<file path="src/host_port_pkg.sv">
package host_port_pkg;

    localparam int ADDR_W = 12;
    localparam int DATA_W = 8;

    // core clock period, used only to document timing
    localparam int CORE_CLK_PERIOD_NS = 50;
    localparam int RESET_MIN_CYCLES = 10;

    // bit positions inside the synchroniser vector
    localparam int SYNC_SEL = 0;
    localparam int SYNC_RD = 1;
    localparam int SYNC_WR = 2;
    localparam int SYNC_STYLE = 3;
    localparam int SYNC_ADDR_LSB = 4;
    localparam int SYNC_DAT_LSB = SYNC_ADDR_LSB + ADDR_W;
    localparam int SYNC_W = SYNC_DAT_LSB + DATA_W;

    // global control register and its interrupt polarity bit
    localparam logic [ADDR_W-1:0] GLOBAL_CTRL_ADDR = 12'h006;
    localparam int IRQ_POL_BIT = 4;

    // values after reset
    localparam logic [SYNC_W-1:0] SYNC_RST = 24'hff_ffff;
    localparam logic [ADDR_W-1:0] ADDR_RST = 12'h000;
    localparam logic [DATA_W-1:0] DATA_RST = 8'h00;
    localparam logic ACK_OUT_RST = 1'h1;
    localparam logic OE_RST = 1'h0;
    localparam logic IRQ_OUT_RST = 1'h0;
    localparam logic IRQ_POL_RST = 1'h0;

    typedef enum logic [1:0] {
        ST_IDLE,
        ST_WAIT,
        ST_ACK
    } port_state_t;

endpackage
</file>
<file path="src/host_port.sv">
`timescale 1ns/1ns
// Operation
// - separate-strobe style: ack driven high when the location can complete.
// - separate-strobe style: ack low while busy; host waits until it rises.
// - combined style read: ack goes low only with valid data on the bus.
// - combined style write: ack goes low to confirm the data was taken.
// - combined style: ack released to high impedance after its low pulse.
// - separate-strobe style, default polarity: interrupt request shown as high.
// - combined style, default polarity: interrupt request shown as low.
// - polarity invert bit 4 of control register 006h flips interrupt sense.
// - device enters its reset state while reset is asserted.
// - state machines and counters run on the system clock.
// - register transfers happen only while chip select is held low.
module host_port
    import host_port_pkg::*;
(
    input wire logic mclk,
    input wire logic rst,
    input wire logic bus_style_select,
    input wire logic sel_n,
    input wire logic rd_n,
    input wire logic wr_n,
    input wire logic [ADDR_W-1:0] addr,
    input wire logic [DATA_W-1:0] dat_in,
    output logic [DATA_W-1:0] dat_out,
    output logic dat_oe,
    output logic transfer_ack,
    output logic transfer_ack_oe,
    output logic irq_out,
    output logic [ADDR_W-1:0] reg_addr,
    output logic [DATA_W-1:0] reg_wdata,
    output logic reg_rd,
    output logic reg_wr,
    input wire logic [DATA_W-1:0] reg_rdata,
    input wire logic reg_ready,
    input wire logic irq_pending,
    output logic irq_polarity_invert
);

    logic [SYNC_W-1:0] sync1_r;
    logic [SYNC_W-1:0] sync2_r;
    logic [SYNC_W-1:0] sync_nxt;

    port_state_t state_r;
    port_state_t state_nxt;
    logic is_rd_r;
    logic is_rd_nxt;
    logic [ADDR_W-1:0] reg_addr_r;
    logic [ADDR_W-1:0] reg_addr_nxt;
    logic [DATA_W-1:0] reg_wdata_r;
    logic [DATA_W-1:0] reg_wdata_nxt;
    logic reg_rd_r;
    logic reg_rd_nxt;
    logic reg_wr_r;
    logic reg_wr_nxt;
    logic [DATA_W-1:0] dat_out_r;
    logic [DATA_W-1:0] dat_out_nxt;
    logic dat_oe_r;
    logic dat_oe_nxt;
    logic ack_out_r;
    logic ack_out_nxt;
    logic ack_oe_r;
    logic ack_oe_nxt;
    logic irq_out_r;
    logic irq_out_nxt;
    logic irq_pol_r;
    logic irq_pol_nxt;

    logic sel_w;
    logic style_m_w;
    logic rd_req_w;
    logic wr_req_w;
    logic xfer_end_w;

    always_comb begin
        sync_nxt = {dat_in, addr, bus_style_select, wr_n, rd_n, sel_n};
    end

    always_comb begin
        sel_w = ~sync2_r[SYNC_SEL];
        style_m_w = sync2_r[SYNC_STYLE];
        // combined style reads on a high read/write line
        if (style_m_w) begin
            rd_req_w = sel_w & sync2_r[SYNC_RD];
            // write strobe not looked at in combined style
            wr_req_w = sel_w & ~sync2_r[SYNC_RD];
        end else begin
            rd_req_w = sel_w & ~sync2_r[SYNC_RD];
            // write strobe low selects a write
            wr_req_w = sel_w & ~sync2_r[SYNC_WR];
        end
        // combined style this reduces to select released
        xfer_end_w = ~(rd_req_w | wr_req_w);
    end

    always_comb begin
        state_nxt = state_r;
        is_rd_nxt = is_rd_r;
        reg_addr_nxt = reg_addr_r;
        reg_wdata_nxt = reg_wdata_r;
        reg_rd_nxt = 1'b0;
        reg_wr_nxt = 1'b0;
        dat_out_nxt = dat_out_r;
        dat_oe_nxt = dat_oe_r;
        ack_out_nxt = ack_out_r;
        ack_oe_nxt = ack_oe_r;
        irq_pol_nxt = irq_pol_r;
        case (state_r)
            ST_IDLE: begin
                ack_oe_nxt = 1'b0;
                dat_oe_nxt = 1'b0;
                if (rd_req_w | wr_req_w) begin
                    state_nxt = ST_WAIT;
                    is_rd_nxt = rd_req_w;
                    reg_addr_nxt = sync2_r[SYNC_ADDR_LSB +: ADDR_W];
                    reg_wdata_nxt = sync2_r[SYNC_DAT_LSB +: DATA_W];
                    reg_rd_nxt = rd_req_w;
                    reg_wr_nxt = ~rd_req_w;
                    ack_oe_nxt = 1'b1;
                    // separate strobes show wait as low
                    ack_out_nxt = style_m_w;
                end
            end
            ST_WAIT: begin
                if (xfer_end_w) begin
                    // host gave up; core access finishes unseen
                    state_nxt = ST_IDLE;
                    ack_oe_nxt = 1'b0;
                    ack_out_nxt = ACK_OUT_RST;
                end else if (reg_ready) begin
                    state_nxt = ST_ACK;
                    // data and ack leave on the same edge
                    if (is_rd_r) begin
                        dat_out_nxt = reg_rdata;
                        dat_oe_nxt = 1'b1;
                    end else if (reg_addr_r == GLOBAL_CTRL_ADDR) begin
                        irq_pol_nxt = reg_wdata_r[IRQ_POL_BIT];
                    end
                    // separate strobes go high on completion
                    ack_out_nxt = ~style_m_w;
                end
            end
            ST_ACK: begin
                if (xfer_end_w) begin
                    state_nxt = ST_IDLE;
                    dat_oe_nxt = 1'b0;
                    // let the line float after the low ack
                    ack_oe_nxt = 1'b0;
                    ack_out_nxt = ACK_OUT_RST;
                end
            end
            default: begin
                state_nxt = ST_IDLE;
            end
        endcase
    end

    // separate strobes show a request as high with the polarity bit clear
    // combined style shows a request as low with the polarity bit clear; a set bit inverts both
    always_comb begin
        irq_out_nxt = irq_pending ^ style_m_w ^ irq_pol_r;
    end

    // all state on the one system clock
    // reset forces every flop to its idle value
    always_ff @(posedge mclk or posedge rst) begin
        if (rst) begin
            sync1_r <= SYNC_RST;
            sync2_r <= SYNC_RST;
            state_r <= ST_IDLE;
            is_rd_r <= 1'b0;
            reg_addr_r <= ADDR_RST;
            reg_wdata_r <= DATA_RST;
            reg_rd_r <= 1'b0;
            reg_wr_r <= 1'b0;
            dat_out_r <= DATA_RST;
            dat_oe_r <= OE_RST;
            ack_out_r <= ACK_OUT_RST;
            ack_oe_r <= OE_RST;
            irq_out_r <= IRQ_OUT_RST;
            irq_pol_r <= IRQ_POL_RST;
        end else begin
            sync1_r <= sync_nxt;
            sync2_r <= sync1_r;
            state_r <= state_nxt;
            is_rd_r <= is_rd_nxt;
            reg_addr_r <= reg_addr_nxt;
            reg_wdata_r <= reg_wdata_nxt;
            reg_rd_r <= reg_rd_nxt;
            reg_wr_r <= reg_wr_nxt;
            dat_out_r <= dat_out_nxt;
            dat_oe_r <= dat_oe_nxt;
            ack_out_r <= ack_out_nxt;
            ack_oe_r <= ack_oe_nxt;
            irq_out_r <= irq_out_nxt;
            irq_pol_r <= irq_pol_nxt;
        end
    end

    assign dat_out = dat_out_r;
    assign dat_oe = dat_oe_r;
    assign transfer_ack = ack_out_r;
    assign transfer_ack_oe = ack_oe_r;
    assign irq_out = irq_out_r;
    assign reg_addr = reg_addr_r;
    assign reg_wdata = reg_wdata_r;
    assign reg_rd = reg_rd_r;
    assign reg_wr = reg_wr_r;
    assign irq_polarity_invert = irq_pol_r;

    // helper terms for the checks below
    logic sep_plain_w;
    logic comb_plain_w;
    logic sep_inv_w;
    logic req_w;
    assign sep_plain_w = ~style_m_w & ~irq_pol_r;
    assign comb_plain_w = style_m_w & ~irq_pol_r;
    assign sep_inv_w = ~style_m_w & irq_pol_r;
    assign req_w = reg_rd_r | reg_wr_r;

    a_req_needs_sel: assert property (
        @(posedge mclk) disable iff (rst) req_w |-> ($past(sel_w) && state_r == ST_WAIT))
        else $error("core request without chip select");

    a_sync_depth: assert property (
        @(posedge mclk) disable iff (rst)
        reg_rd_r && !style_m_w |-> !$past(rd_n, 3) && !$past(sel_n, 3))
        else $error("read issued before strobe passed two flops");

    a_sep_wait_low: assert property (
        @(posedge mclk) disable iff (rst)
        state_r == ST_WAIT && !style_m_w |-> transfer_ack_oe && !transfer_ack)
        else $error("ready not low while access pending");

    a_sep_ready_high: assert property (
        @(posedge mclk) disable iff (rst)
        state_r == ST_WAIT && reg_ready && !xfer_end_w && !style_m_w
        |=> state_r == ST_ACK && transfer_ack && transfer_ack_oe)
        else $error("ready not raised on completion");

    a_comb_rd_data: assert property (
        @(posedge mclk) disable iff (rst)
        style_m_w && transfer_ack_oe && !transfer_ack && is_rd_r
        |-> dat_oe && dat_out == $past(reg_rdata, 1) || $past(state_r) == ST_ACK)
        else $error("read ack low without valid data");

    a_comb_wr_ack: assert property (
        @(posedge mclk) disable iff (rst)
        state_r == ST_WAIT && reg_ready && !xfer_end_w && !is_rd_r && style_m_w
        |=> transfer_ack_oe && !transfer_ack && !dat_oe)
        else $error("write not acknowledged low");

    a_ack_release: assert property (
        @(posedge mclk) disable iff (rst)
        state_r == ST_ACK && xfer_end_w |=> (!transfer_ack_oe && !dat_oe) [*2])
        else $error("ack not released after transfer");

    a_irq_sep_plain: assert property (
        @(posedge mclk) disable iff (rst)
        !$past(rst) && $past(sep_plain_w) |-> irq_out == $past(irq_pending))
        else $error("interrupt not active high");

    a_irq_comb_plain: assert property (
        @(posedge mclk) disable iff (rst)
        // first edge after reset still shows the reset value
        !$past(rst) && $past(comb_plain_w) |-> irq_out == !$past(irq_pending))
        else $error("interrupt not active low");

    a_irq_invert: assert property (
        @(posedge mclk) disable iff (rst)
        !$past(rst) && $past(sep_inv_w) |-> irq_out == !$past(irq_pending))
        else $error("inverted interrupt sense wrong");

    a_reset_quiet: assert property (
        @(posedge mclk) $past(rst) |-> !transfer_ack_oe && !dat_oe && !reg_rd && !reg_wr)
        else $error("outputs active right after reset");

    a_comb_wait_high: assert property (
        @(posedge mclk) disable iff (rst)
        state_r == ST_WAIT && style_m_w |-> transfer_ack_oe && transfer_ack)
        else $error("combined ack low before data valid");

    a_sep_ack_stands: assert property (
        @(posedge mclk) disable iff (rst)
        state_r == ST_ACK && !style_m_w |-> transfer_ack_oe && transfer_ack)
        else $error("ready dropped before transfer end");

    a_idle_released: assert property (
        @(posedge mclk) disable iff (rst)
        state_r == ST_IDLE |-> !transfer_ack_oe && !dat_oe)
        else $error("bus driven while idle");

    a_pol_snoop: assert property (
        @(posedge mclk) disable iff (rst)
        state_r == ST_WAIT && reg_ready && !xfer_end_w && !is_rd_r
        && reg_addr_r == GLOBAL_CTRL_ADDR
        |=> irq_polarity_invert == $past(reg_wdata_r[IRQ_POL_BIT]))
        else $error("polarity bit not taken from control write");

endmodule

</file>
<file path="config.mk">
export PLATFORM = sky130hd
export DESIGN_NAME = host_port
export DESIGN_NICKNAME = d
export VERILOG_FILES = /design/src/host_port_pkg.sv /design/src/host_port.sv
export SDC_FILE = /design/constraint.sdc
export NUM_CORES = 1
export LEC_CHECK = 0
export BUFFER_PORTS_ARGS = -buffer_cell sky130_fd_sc_hd__buf_2
export CAP_MARGIN = 20
export CORE_MARGIN = 3
export CORE_UTILIZATION = 52
export DETAILED_ROUTE_END_ITERATION = 8
export GPL_TIMING_DRIVEN = 0
export PLACE_DENSITY = 0.78
export SYNTH_ARGS = -nofsm -noshare
export SYNTH_HDL_FRONTEND = slang
export SYNTH_SLANG_ARGS = --single-unit
export TNS_END_PERCENT = 5
</file>
<file path="constraint.sdc">
create_clock -name mclk -period 3.4 [get_ports mclk]
set_clock_uncertainty 0.05 [all_clocks]
set_input_delay 0.34 -clock mclk [delete_from_list [all_inputs] [get_ports mclk]]
set_output_delay 0.34 -clock mclk [all_outputs]
set_load 0.02 [all_outputs]
</file>
# After elaboration in Yosys (flattened, before gate mapping)
# Cells that the tools add are included.
# Widths: inputs -> output; s select.
totals:
  reg_bits: 86
  inputBits: 36
  output_inout_bits: 35
  word_cells: 70
op_classes:
  eq_ne: 10
  n_mux: 23
  n_bitwise: 12
  n_reduce_logical: 11
op_table:
  columns: ["operator", "count"]
  rows:
  - ["$mux 1", 15]
  - ["$eq 12x3->1 const B", 1]
  - ["$ne 2x2->1 const B", 6]
  - ["$reduce_and 5->1", 2]
  - ["$mux 2", 4]
  - ["$reduce_and 4->1", 2]
  - ["$not 1->1", 6]
  - ["$pmux 1 s3", 2]
  - ["$pmux 2 s3", 1]
  - ["$reduce_and 2->1", 2]
  - ["$and 1x1->1", 3]
  - ["$ne 3x3->1 const B", 1]
  - ["$reduce_and 3->1", 1]
  - ["$reduce_bool 3->1", 1]
  - ["$eq 2x1->1 const B", 1]
  - ["$eq 2x2->1 const B", 1]
  - ["$logic_not 2->1", 1]
  - ["$pmux 1 s2", 1]
  - ["$reduce_bool 2->1", 1]
  - ["$reduce_or 2->1", 1]
  - ["$xor 1x1->1", 2]
  - ["$or 1x1->1", 1]

# Logic depth before layout (Yosys ltp)
# Gate-level depths: netlist of run 1.
logic_depth:
  ltp_word: 6
  mapped_depth: 7
  ltp_nobuf: 6

# Worst setup path before layout of run 1
# No wires, ideal clock.
synth_path:
  path_type: "reg-to-reg"
  startpoint: "register reg_addr_r[7], in the netlist reg_addr[7]"
  endpoint: "register irq_pol_r, in the netlist irq_polarity_invert"
  setup_ns: 0.128
  arrival_ns: 1.520
  required_ns: 3.222
  slack_ns: 1.702
  stages_incl_launch_ff: 5
  path_buffers: 0
  period_less_slack_ns: 1.698
  cell_sequence: "dfrtp_1 > or4_1 > nor4_2 > nand4_1 > mux2_1"
synth_between:
  elab_chain_cells: 2
synth_lines:
  columns: ["element", "line_no", "rtl"]
  rows:
  - ["start, declared", "host_port.sv:48", "logic [ADDR_W-1:0] reg_addr_r;"]
  - ["start signal, assigned", "host_port.sv:187", "reg_addr_r <= reg_addr_nxt;"]
  - ["$eq 12x3->1", "host_port.sv:136", "end else if (reg_addr_r == GLOBAL_CTRL_ADDR) begin"]
  - ["$reduce_and 5->1 (no source line)", null, null]
  - ["end signal, assigned", "host_port.sv:196", "irq_pol_r <= irq_pol_nxt;"]
  - ["end, declared", "host_port.sv:66", "logic irq_pol_r;"]
# No other way between the ends.
# A chain may end at the register's enable or synchronous reset.

# Worst setup path after layout of run 1
layout_path:
  startpoint: "register state_r[1]"
  endpoint: "register dat_out_r[7], in the netlist dat_out[7]"
layout_between:
  elab_chain_cells: 2
layout_lines:
  columns: ["element", "line_no", "rtl"]
  rows:
  - ["start, declared", "host_port.sv:44", "port_state_t state_r;"]
  - ["start signal, assigned", "host_port.sv:185", "state_r <= state_nxt;"]
  - ["$eq 2x1->1", "host_port.sv:108", "case (state_r)"]
  - ["$reduce_and 4->1 (no source line)", null, null]
  - ["end signal, assigned", "host_port.sv:191", "dat_out_r <= dat_out_nxt;"]
  - ["end, declared", "host_port.sv:56", "logic [DATA_W-1:0] dat_out_r;"]
# No other way between the ends.

==> flow_metrics.env, run 1 <==
export IMPL_grt_overflow_total=0
export IMPL_critPathRequiredTime_ns=3.57
export IMPL_drv_slew=0
export IMPL_start_util_pct=55.14
export IMPL_port_buffers=70
export IMPL_final_antenna_net_count=0
export IMPL_fin_ws_ns=1.481
export IMPL_numCtsBuffers=9
export IMPL_synth_net_count=210
export IMPL_multiInputGateArea_um2=634.4
export IMPL_cp_start_kind="flip-flop"
export IMPL_nFillCells=347
export IMPL_hold_path_class="in -> reg"
export IMPL_dieWidth_um=80.52
export IMPL_clock_tree_root_cell="clkbuf_8"
export IMPL_routedWlPerCell_um=13.47
export IMPL_synthCells=170
export IMPL_num_antenna_cells=0
export IMPL_syn_to_final_growth_pct=24.96
export IMPL_synth_most_common_cell="dfstp_2"
export IMPL_fp_dieH_um=80.52
export IMPL_firstDrtPassIters=4
export IMPL_nNetsFinal=293
export IMPL_fin_crit_sh_pct=56.43
export IMPL_synth_cell_area_mm2=0.002888
export IMPL_ys_flop_type="dfstp_2"
export IMPL_remaining_drc_errors=0
export IMPL_rrSetupSlack_ns=1.48
export IMPL_vias=1562
export IMPL_synth_distinct_cells=29
export IMPL_ys_seq_area_share_pct=76.65
export IMPL_yosys_area_top_type="dfstp_2"
export IMPL_outcome="finished, final reports clean"
export IMPL_gp_congestion=0.8596
export IMPL_drive_above_1_share_pct=64.73
export IMPL_grt_max_degree=75
export IMPL_grt_usage_pct=15.26
export IMPL_worstPathArrival_ns=2.09
export IMPL_crit_type="reg -> reg"
export IMPL_p_leak_nw=1.659
export IMPL_dp_slack_ns=1.483
export IMPL_crit_fanout=9
export IMPL_cts_max_level=3
export IMPL_ys_ff_latch=86
export IMPL_end_kind="flip-flop"
export IMPL_clock_sinks=86
export IMPL_yosys_warnings=0
export IMPL_cts_tree="done"
export IMPL_rsz0062_at_grt="no"
export IMPL_hpwl_um=3149
export IMPL_drtIter0Drc=47
export IMPL_grt_pass1_wl_um=7251
export IMPL_p_per_area_mw_per_mm2=868.5
export IMPL_clk_latency_ns=0.33
export IMPL_syn_avg_cell_area_um2=16.99
export IMPL_setup_viol=0
export IMPL_yosys_area_top_type_share_pct=44.58
export IMPL_drt_wl_total_um=4419
export IMPL_maxCapViolCount=0
export IMPL_synthTopCellsByArea="dfstp_2 (45%), dfrtp_1 (32%), mux2_2 (11%), ha_1 (1.7%), inv_1 (1.0%)"
export IMPL_synth_common_cells="dfstp_2 (49), dfrtp_1 (37), mux2_2 (28), inv_1 (8), nor2_1 (7)"
export IMPL_grt_pass1_vias=1595
export IMPL_clk_pin_slew_worst_paths_ns=0.08
export IMPL_min_period_ns=1.919
export IMPL_async_reset_ff_share_pct=100.0
export IMPL_max_vdd_ir_drop_uv=453.9
export IMPL_max_slew_worst_pin_slew_ns=0.4560
export IMPL_io_pins=71
export IMPL_fmax_ghz=0.5212
export IMPL_clockBufferDepth=2
export IMPL_die_area_mm2=0.006483
export IMPL_vias_per_cell=4.762
export IMPL_rows=26
export IMPL_fin_setup_tns_ns=0
export IMPL_core_mm2=0.005238
export IMPL_synth_edf_count=0
export IMPL_relSlewSlack_pct=69.44
export IMPL_hold_violations=0
export IMPL_register_area_mm2=0.002213
export IMPL_antenna_found_initial=0
==> area by class of cell <==
type	instances	share of cell area, %
buffer	2	0.2774
clock inverter	4	2.115
inverter	8	0.9015
multi-input combinational	74	17.58
sequential	86	61.34
timing repair buffer	72	10.75
tap	70	2.427
clock buffer	12	4.612
==> cells by family after synthesis <==
group / synth area share, %
buffers and inverters: 1.387
adder cells (fa/ha/maj): 1.733
flip-flops: 76.65
XOR/XNOR: 0.6067
AO/OA/AOI/OAI: 2.773
AND/OR/NAND/NOR: 5.157
multiplexers: 11.70
==> flip-flops by register name, indices dropped and copies added (netlist names) <==
name,flops
dat_oe,1
dat_out,8
irq_out,1
irq_polarity_invert,1
is_rd_r,1
reg_addr,12
reg_rd,1
reg_wdata,8
reg_wr,1
state_r,2
sync1_r,24
sync2_r,24
transfer_ack,1
transfer_ack_oe,1
==> worst max-delay path, stage by stage (launching register included) <==
cell and delay, ns:
dfrtp_1 0.43, inv_1 0.09, ha_1 0.24, and2_1 0.18
nand4b_1 0.39, mux2_2 0.42
==> placed cells by master, fill, tap and decap left out, types with 2 or more instances in the layout <==
master      n
dfstp_2    49
ha_1        4
mux2_2     28
buf_2      72
nand3_1     2
nor3_1      3
o21ai_0     5
inv_1       7
nand2b_1    3
bufinv_16   2
nor2_1      7
mux2_1      2
xnor2_1     2
dfrtp_1    37
clkbuf_8   10
a21oi_1     3
==> power breakdown <==
part           leakage [nW]  total (W)  switching [W]  internal [W]
sequential            0.963    0.00143       0.000140       0.00129
clock                 0.118   0.000809       0.000329      0.000480
combinational         0.578   0.000898       0.000512      0.000386
==> metal layers <==
layer,up-vias,GRT usage [%],routed length [um]
li1,747,-,-
met5,-,0,0
met1,758,18.81,1953
met3,4,5.942,296
met2,53,23.43,2128
met4,0,7.601,41
==> metrics by stage <==
stage	utilization, %	total power (W)	instances	instance area (um^2)	hold WS [ns]
detailed placement	64.07	0.002356	311	3356	0.2193
global placement	63.50	0.002321	310	3326	0.2955
global route	68.90	0.003326	328	3608	0.01015
CTS	68.90	0.003176	328	3608	0.02114
finish	68.90	0.003134	328	3608	0.04259
floorplan	-	0.002033	170	2888	0.2945
==> repair_timing <==
action,in CTS,in global routing
endpoints found under the hold margin,4,0
gates resized for setup,0,0
setup buffers,0,0
hold buffers,1,0
==> worst paths after layout <==
kind	end	cells after the start	startpoint
max in group asynchronous	sync2_r[1]	4	rst
min reg2reg	sync2_r[3]	0	sync1_r[3]
max	dat_out[7]	5	state_r[1]
min in group asynchronous	reg_wdata[1]	3	rst
min	sync1_r[18]	1	dat_in[2]
max reg2reg	dat_out[7]	5	state_r[1]
No activity file was read; power rests on OpenSTA's default activity.
==> run 2, diff against run 1 <==
Settings changed: ABC_AREA from default to 1, CORE_UTILIZATION 52 to 47, PLACE_DENSITY 0.78 to 0.74.
Clock period 3.4 ns to 1.7 ns, I/O delays scaled along.
==> run 2 against run 1 <==
Effect of this change:
- cell count is 34% higher
- via count is 29% higher
- highest routed layer unchanged
- first-iteration DRC count grew 110%
- register-to-register slack worse by 1.4 ns
- synthesized area grew 2.3%
- largest cell class unchanged
- sequential power increased by 95%
- core utilization down 2.4 points
- hold slack better by 0.083 ns
- critical path depth grew 1
- total power grew 97%
- largest power group unchanged
- die area up 12%
==> flow_metrics.env, run 2 <==
export IMPL_register_area_mm2=0.002213
export IMPL_multiInputGateArea_um2=635.6
export IMPL_p_clk_share_pct=23.5
export IMPL_fin_crit_sh_pct=96.34
export IMPL_maxCapViolCount=0
export IMPL_routedWlPerCell_um=12.58
export IMPL_drt_wl_total_um=5509
export IMPL_synth_net_count=282
export IMPL_drtIter0Drc=98
export IMPL_worstHoldStart="irq_pending"
export IMPL_num_antenna_cells=0
export IMPL_max_slew_worst_pin_slew_ns=0.5805
export IMPL_firstDrtPassIters=5
export IMPL_nFillCells=448
export IMPL_rsz0062_at_grt="yes"
export IMPL_numCtsBuffers=9
export IMPL_yosys_warnings=0
export IMPL_hpwl_um=3558
export IMPL_clock_tree_root_cell="clkbuf_8"
export IMPL_p_leak_nw=1.988
export IMPL_power_frac_comb_pct=31.2
export IMPL_end_kind="flip-flop"
export IMPL_drv_slew=0
export IMPL_async_reset_ff_share_pct=100.0
export IMPL_synthTopCellsByArea="dfstp_2 (44%), dfrtp_1 (31%), nand2_1 (12%), inv_1 (2.2%), o21ai_0 (1.9%)"
export IMPL_critPathRequiredTime_ns=1.88
export IMPL_grt_use_met2_pct=26.69
export IMPL_ys_seq_area_share_pct=74.96
export IMPL_setup_viol=0
export IMPL_remaining_drc_errors=0
export IMPL_synth_most_common_cell="nand2_1"
export IMPL_critPathSlowestCell="dfstp_2"
export IMPL_crit_type="reg -> reg"
export IMPL_cts_tree="done"
export IMPL_grt_util_met1_pct=21.63
export IMPL_hold_path_class="in -> reg"
export IMPL_dieWidth_um=85.26
export IMPL_cts_max_level=3
export IMPL_r2r_end="reg_addr[5]"
export IMPL_intPower_w=0.003950
export IMPL_clk_latency_ns=0.35
export IMPL_crit_fanout=10
export IMPL_use_met3_pct=4.175
export IMPL_rr_worst_depth=6
export IMPL_syn_to_final_growth_pct=34.92
export IMPL_clockBufferDepth=2
export IMPL_min_period_ns=1.638
export IMPL_io_pins=71
export IMPL_rows=28
export IMPL_grt_pass1_wl_um=9411
export IMPL_place_area_mm2=0.003441
export IMPL_syn_avg_cell_area_um2=12.20
export IMPL_max_stage_delay_ns=0.57
export IMPL_p_per_area_mw_per_mm2=1547
export IMPL_pwr_share_seq_pct=45.3
export IMPL_power_w=0.006163
export IMPL_synth_edf_count=0
export IMPL_synth_cell_area_mm2=0.002953
export IMPL_clock_sinks=86
export IMPL_nNetsFinal=398
export IMPL_core_mm2=0.005991
export IMPL_start_util_pct=49.29
export IMPL_postCtsSetupBuffers=0
export IMPL_hold_path_end="irq_out"
export IMPL_clk_pin_slew_worst_paths_ns=0.08
export IMPL_outcome="finished, final reports clean"
export IMPL_swShare_pct=35.91
export IMPL_gp_congestion=0.8649
export IMPL_critPathLaunch="sync2_r[3]"
export IMPL_drive_above_1_share_pct=41.87
export IMPL_relSlewSlack_pct=61.22
export IMPL_hold_violations=0
export IMPL_die_area_mm2=0.007269
export IMPL_vias=2008
export IMPL_whs_path_depth=3
export IMPL_final_common_cell="nand2_1"
export IMPL_antenna_found_initial=0
export IMPL_synthCells=242
export IMPL_reg2reg_from="sync2_r[3]"
export IMPL_max_vdd_ir_drop_uv=839.2
export IMPL_ys_flop_type="dfstp_2"
export IMPL_final_cell_mix="nand2_1 (92), buf_2 (70), dfstp_2 (49), dfrtp_1 (37), dlygate4sd3_1 (33)"
export IMPL_vias_per_cell=4.584
export IMPL_fp_dieH_um=85.26
export IMPL_grt_overflow_total=0
export IMPL_grt_max_degree=34
export IMPL_finish_instance_area_mm2=0.003984
export IMPL_power_switching_w=0.002213
export IMPL_ys_ff_latch=86
export IMPL_rrSetupSlack_ns=0.06
export IMPL_synth_common_cells="nand2_1 (92), dfstp_2 (49), dfrtp_1 (37), inv_1 (17), o21ai_0 (11)"
export IMPL_path_cells="inv_2, a31oi_4, nand2_4, inv_6, buf_6, o21ai_0"
export IMPL_synth_distinct_cells=25
export IMPL_port_buffers=70
export IMPL_yosys_area_top_type_share_pct=43.60
export IMPL_cp_start_kind="flip-flop"
export IMPL_fmax_ghz=0.6106
export IMPL_yosys_area_top_type="dfstp_2"
export IMPL_worstPathArrival_ns=1.82
export IMPL_grt_pass1_vias=2007
export IMPL_final_antenna_net_count=0
export IMPL_grt_busiest_layer="met2"
export IMPL_grt_usage_pct=16.68
run 2: cell count changes in the layout (fill, tap and decap cells not counted), sizes merged, moves of 2 or more:
cell / before / now
mux2: 30 / 0
nand2: 1 / 97
o21ai: 5 / 11
clkinv: 1 / 3
nand2b: 3 / 0
inv: 8 / 20
a21oi: 3 / 1
dlygate4sd3: 1 / 33
nor2: 7 / 4
nand3: 2 / 5
run 2: layer usage:
layer,up-vias,part of all wire (%)
met4,0,1.6
met5,-,0
li1,980,-
met3,9,4.8
met2,50,50
met1,969,43
run 2: timing repair:
item | in CTS | in global routing
endpoints found under the hold margin | 45 | 0
hold buffers | 33 | 0
resized for setup | 0 | 3
endpoints found under the setup margin | 0 | 5
run 2: worst max-delay path by stage:
stage | to | slack, ns | depth (start not counted)
3_5_place_dp | reg_addr[2] | 0.09 | 6
3_3_place_gp | reg_addr[8] | 0.005 | 2
6_report | reg_addr[5] | 0.06 | 6
4_1_cts | transfer_ack | 0.08 | 8
5_1_grt | reg_wdata[1] | -0.02 | 6
2_1_floorplan | reg_addr[2] | 0.27 | 6
run 2: logic make-up (layout without fill, tap and decap cells):
logic type	count (synthesis)	after routing	share of synthesized area (%)
simple gates	110	110	15.42
flops	86	86	74.96
buf+inv	23	144	3.644
compound gates	17	17	3.687
fa+ha+maj	4	4	1.695
xor+xnor	2	2	0.5933
run 2: layout make-up:
cell class,count,share of cell area [%]
Buffer,3,0.7538
Clock buffer,10,3.455
Clock inverter,6,1.727
Inverter,20,2.104
Multi-Input combinational cell,133,15.95
Sequential cell,86,55.56
Tap cell,75,2.356
Timing Repair Buffer,105,18.09
run 2: worst max-delay path, delay by kind of cell, from the launching register on:
kind	cells	cell delay (ns)
flops	1	0.57
compound gates	2	0.39
buf+inv	3	0.35
simple gates	1	0.17
run 2: power groups by stage:
stage	Clock (W)	Sequential, W	Combinational, W
final	0.00145	0.00279	0.00192
after detailed placement	0	0.00282	0.00186
after floorplan	0	0.00324	0.000789
after global routing	0.00158	0.00286	0.00214
after global placement	0	0.00281	0.00180
after CTS	0.00149	0.00279	0.00193
run 2: metrics by stage:
stage	setup TNS, ns	utilization [%]	hold WS, ns	cells	setup slack, ns
final	0	66.50	0.1255	438	0.06221
after global routing	-0.07608	66.50	0.1306	438	-0.02119
after CTS	0	66.40	0.1208	438	0.08349
after detailed placement	0	57.44	0.2243	389	0.08512
after global placement	0	56.77	0.2244	387	0.005374
after floorplan	0	-	0.1245	242	0.2734
==> run 3, diff against run 2 <==
Settings changed: PLACE_DENSITY 0.74 to 0.76.
==> run 3 against run 2 <==
Effect of this change:
- combinational power is essentially flat
- total power grew 0.99%
- flip-flop and latch count did not move
- sequential share of layout area fell by 0.33 points
- hold slack worse by 0.021 ns
- non-clock buffer count up 5
- sequential power about the same
- clock power up 3%
- setup slack lost 0.0036 ns
- routed wire length shrank 1.1%
- cell count grew 1.1%
- critical endpoint is now reg_addr[2]
- largest cell class unchanged
==> flow_metrics.env, run 3 (synthesis results as in run 2) <==
export IMPL_rrSetupSlack_ns=0.06
export IMPL_maxCapViolCount=0
export IMPL_crit_type="reg -> reg"
export IMPL_final_cell_mix="nand2_1 (92), buf_2 (71), dfstp_2 (49), dfrtp_1 (37), dlygate4sd3_1 (33)"
export IMPL_antenna_found_initial=0
export IMPL_clk_pin_slew_worst_paths_ns=0.08
export IMPL_firstDrtPassIters=4
export IMPL_num_antenna_cells=0
export IMPL_hold_path_class="in -> reg"
export IMPL_clock_tree_root_cell="clkbuf_8"
export IMPL_place_inst=388
export IMPL_p_leak_nw=2.002
export IMPL_grt_util_met1_pct=21.75
export IMPL_dieWidth_um=85.26
export IMPL_end_kind="flip-flop"
export IMPL_final_common_cell="nand2_1"
export IMPL_drt_wl_total_um=5448
export IMPL_crit_fanout=10
export IMPL_nFillCells=452
export IMPL_relSlewSlack_pct=40.55
export IMPL_fmax_ghz=0.6093
export IMPL_min_period_ns=1.641
export IMPL_use_met3_pct=4.951
export IMPL_grt_usage_pct=16.81
export IMPL_layout_cells_non_filler=443
export IMPL_grt_busiest_layer="met2"
export IMPL_clk_latency_ns=0.34
export IMPL_max_slew_worst_pin_slew_ns=0.8898
export IMPL_drtIter0Drc=103
export IMPL_outcome="finished, final reports clean"
export IMPL_grt_use_met2_pct=25.78
export IMPL_whs_ns=0.1050
export IMPL_drive_above_1_share_pct=41.85
export IMPL_port_buffers=70
export IMPL_fp_dieH_um=85.26
export IMPL_final_antenna_net_count=0
export IMPL_critPathRequiredTime_ns=1.86
export IMPL_max_vdd_ir_drop_uv=880.3
export IMPL_clock_sinks=86
export IMPL_vias_per_cell=4.460
export IMPL_syn_to_final_growth_pct=35.72
export IMPL_cts_tree="done"
export IMPL_drv_slew=0
export IMPL_die_area_mm2=0.007269
export IMPL_core_mm2=0.005991
export IMPL_cts_max_level=3
export IMPL_vias=1976
export IMPL_routedWlPerCell_um=12.30
export IMPL_rows=28
export IMPL_worstPathArrival_ns=1.81
export IMPL_gp_congestion=0.8573
export IMPL_io_pins=71
export IMPL_grt_pass1_vias=2060
export IMPL_grt_overflow_total=0
export IMPL_nNetsFinal=403
export IMPL_grt_max_degree=45
export IMPL_cp_start_kind="flip-flop"
export IMPL_fin_crit_sh_pct=96.55
export IMPL_hold_violations=0
export IMPL_clockBufferDepth=2
export IMPL_numCtsBuffers=9
export IMPL_remaining_drc_errors=0
export IMPL_grt_pass1_wl_um=9459
export IMPL_hpwl_um=3525
export IMPL_start_util_pct=49.29
export IMPL_setup_viol=0
export IMPL_p_per_area_mw_per_mm2=1553
## run 3: worst paths after layout
path / from / to / cells past startpoint
setup / recovery: sync2_r[3] / reg_addr[2] / 6
hold / removal: irq_pending / irq_out / 3
setup reg to reg: sync2_r[3] / reg_addr[2] / 6
hold reg to reg: sync1_r[4] / sync2_r[4] / 0
max in group asynchronous: rst / transfer_ack / 4
min in group asynchronous: rst / reg_addr[3] / 3
## run 3: power by group
| group | switching, W | internal, W | leakage (nW) | total (W) |
|---|---|---|---|---|
| registers | 0.000251 | 0.00254 | 0.980 | 0.00279 |
| logic | 0.00123 | 0.000710 | 0.921 | 0.00194 |
| clock network | 0.000658 | 0.000827 | 0.101 | 0.00149 |
## run 3: per-layer routing
| layer | wire (um) | vias to the layer above |
|---|---|---|
| met5 | 0 | - |
| met4 | 112 | 0 |
| met3 | 333 | 10 |
| met2 | 2666 | 53 |
| li1 | - | 989 |
| met1 | 2335 | 924 |
## run 3: layout make-up
cell class	instances	area [um^2]	share of cell area, %
buffer	3	27.53	0.6869
clock buffer	12	135.1	3.372
clock inverter	4	72.57	1.811
inverter	20	83.83	2.092
multi-input combinational	133	635.6	15.86
sequential	86	2213	55.23
tap	75	93.84	2.342
timing repair buffer	110	745.7	18.61
## run 3: metrics by stage
stage	area (um^2)	util [%]	total power, W	setup slack (ns)	TNS [ns]
after CTS	3959	66.08	0.006245	0.01409	0
after detailed placement	3421	57.10	0.004679	0.03787	0
after global placement	3401	56.77	0.004608	0.01718	0
after global routing	4008	66.90	0.006646	-0.004582	-0.004582
after floorplan	2957	-	0.004028	0.2734	0
final	4008	66.90	0.006225	0.05864	0
## run 3: timing repair
action                                  in CTS  in global routing
hold buffers                                33                  0
endpoints found under the setup margin       0                 19
gates resized for setup                      0                  2
setup buffers                                0                  6
hold endpoints to repair                    47                  0
## run 3: worst max-delay path, stage by stage (launching register included)
cell and delay [ns]:
dfstp_2 0.56, inv_2 0.07, a31oi_4 0.32, nand2_4 0.14, inv_6 0.12, buf_6 0.15
o21ai_0 0.10
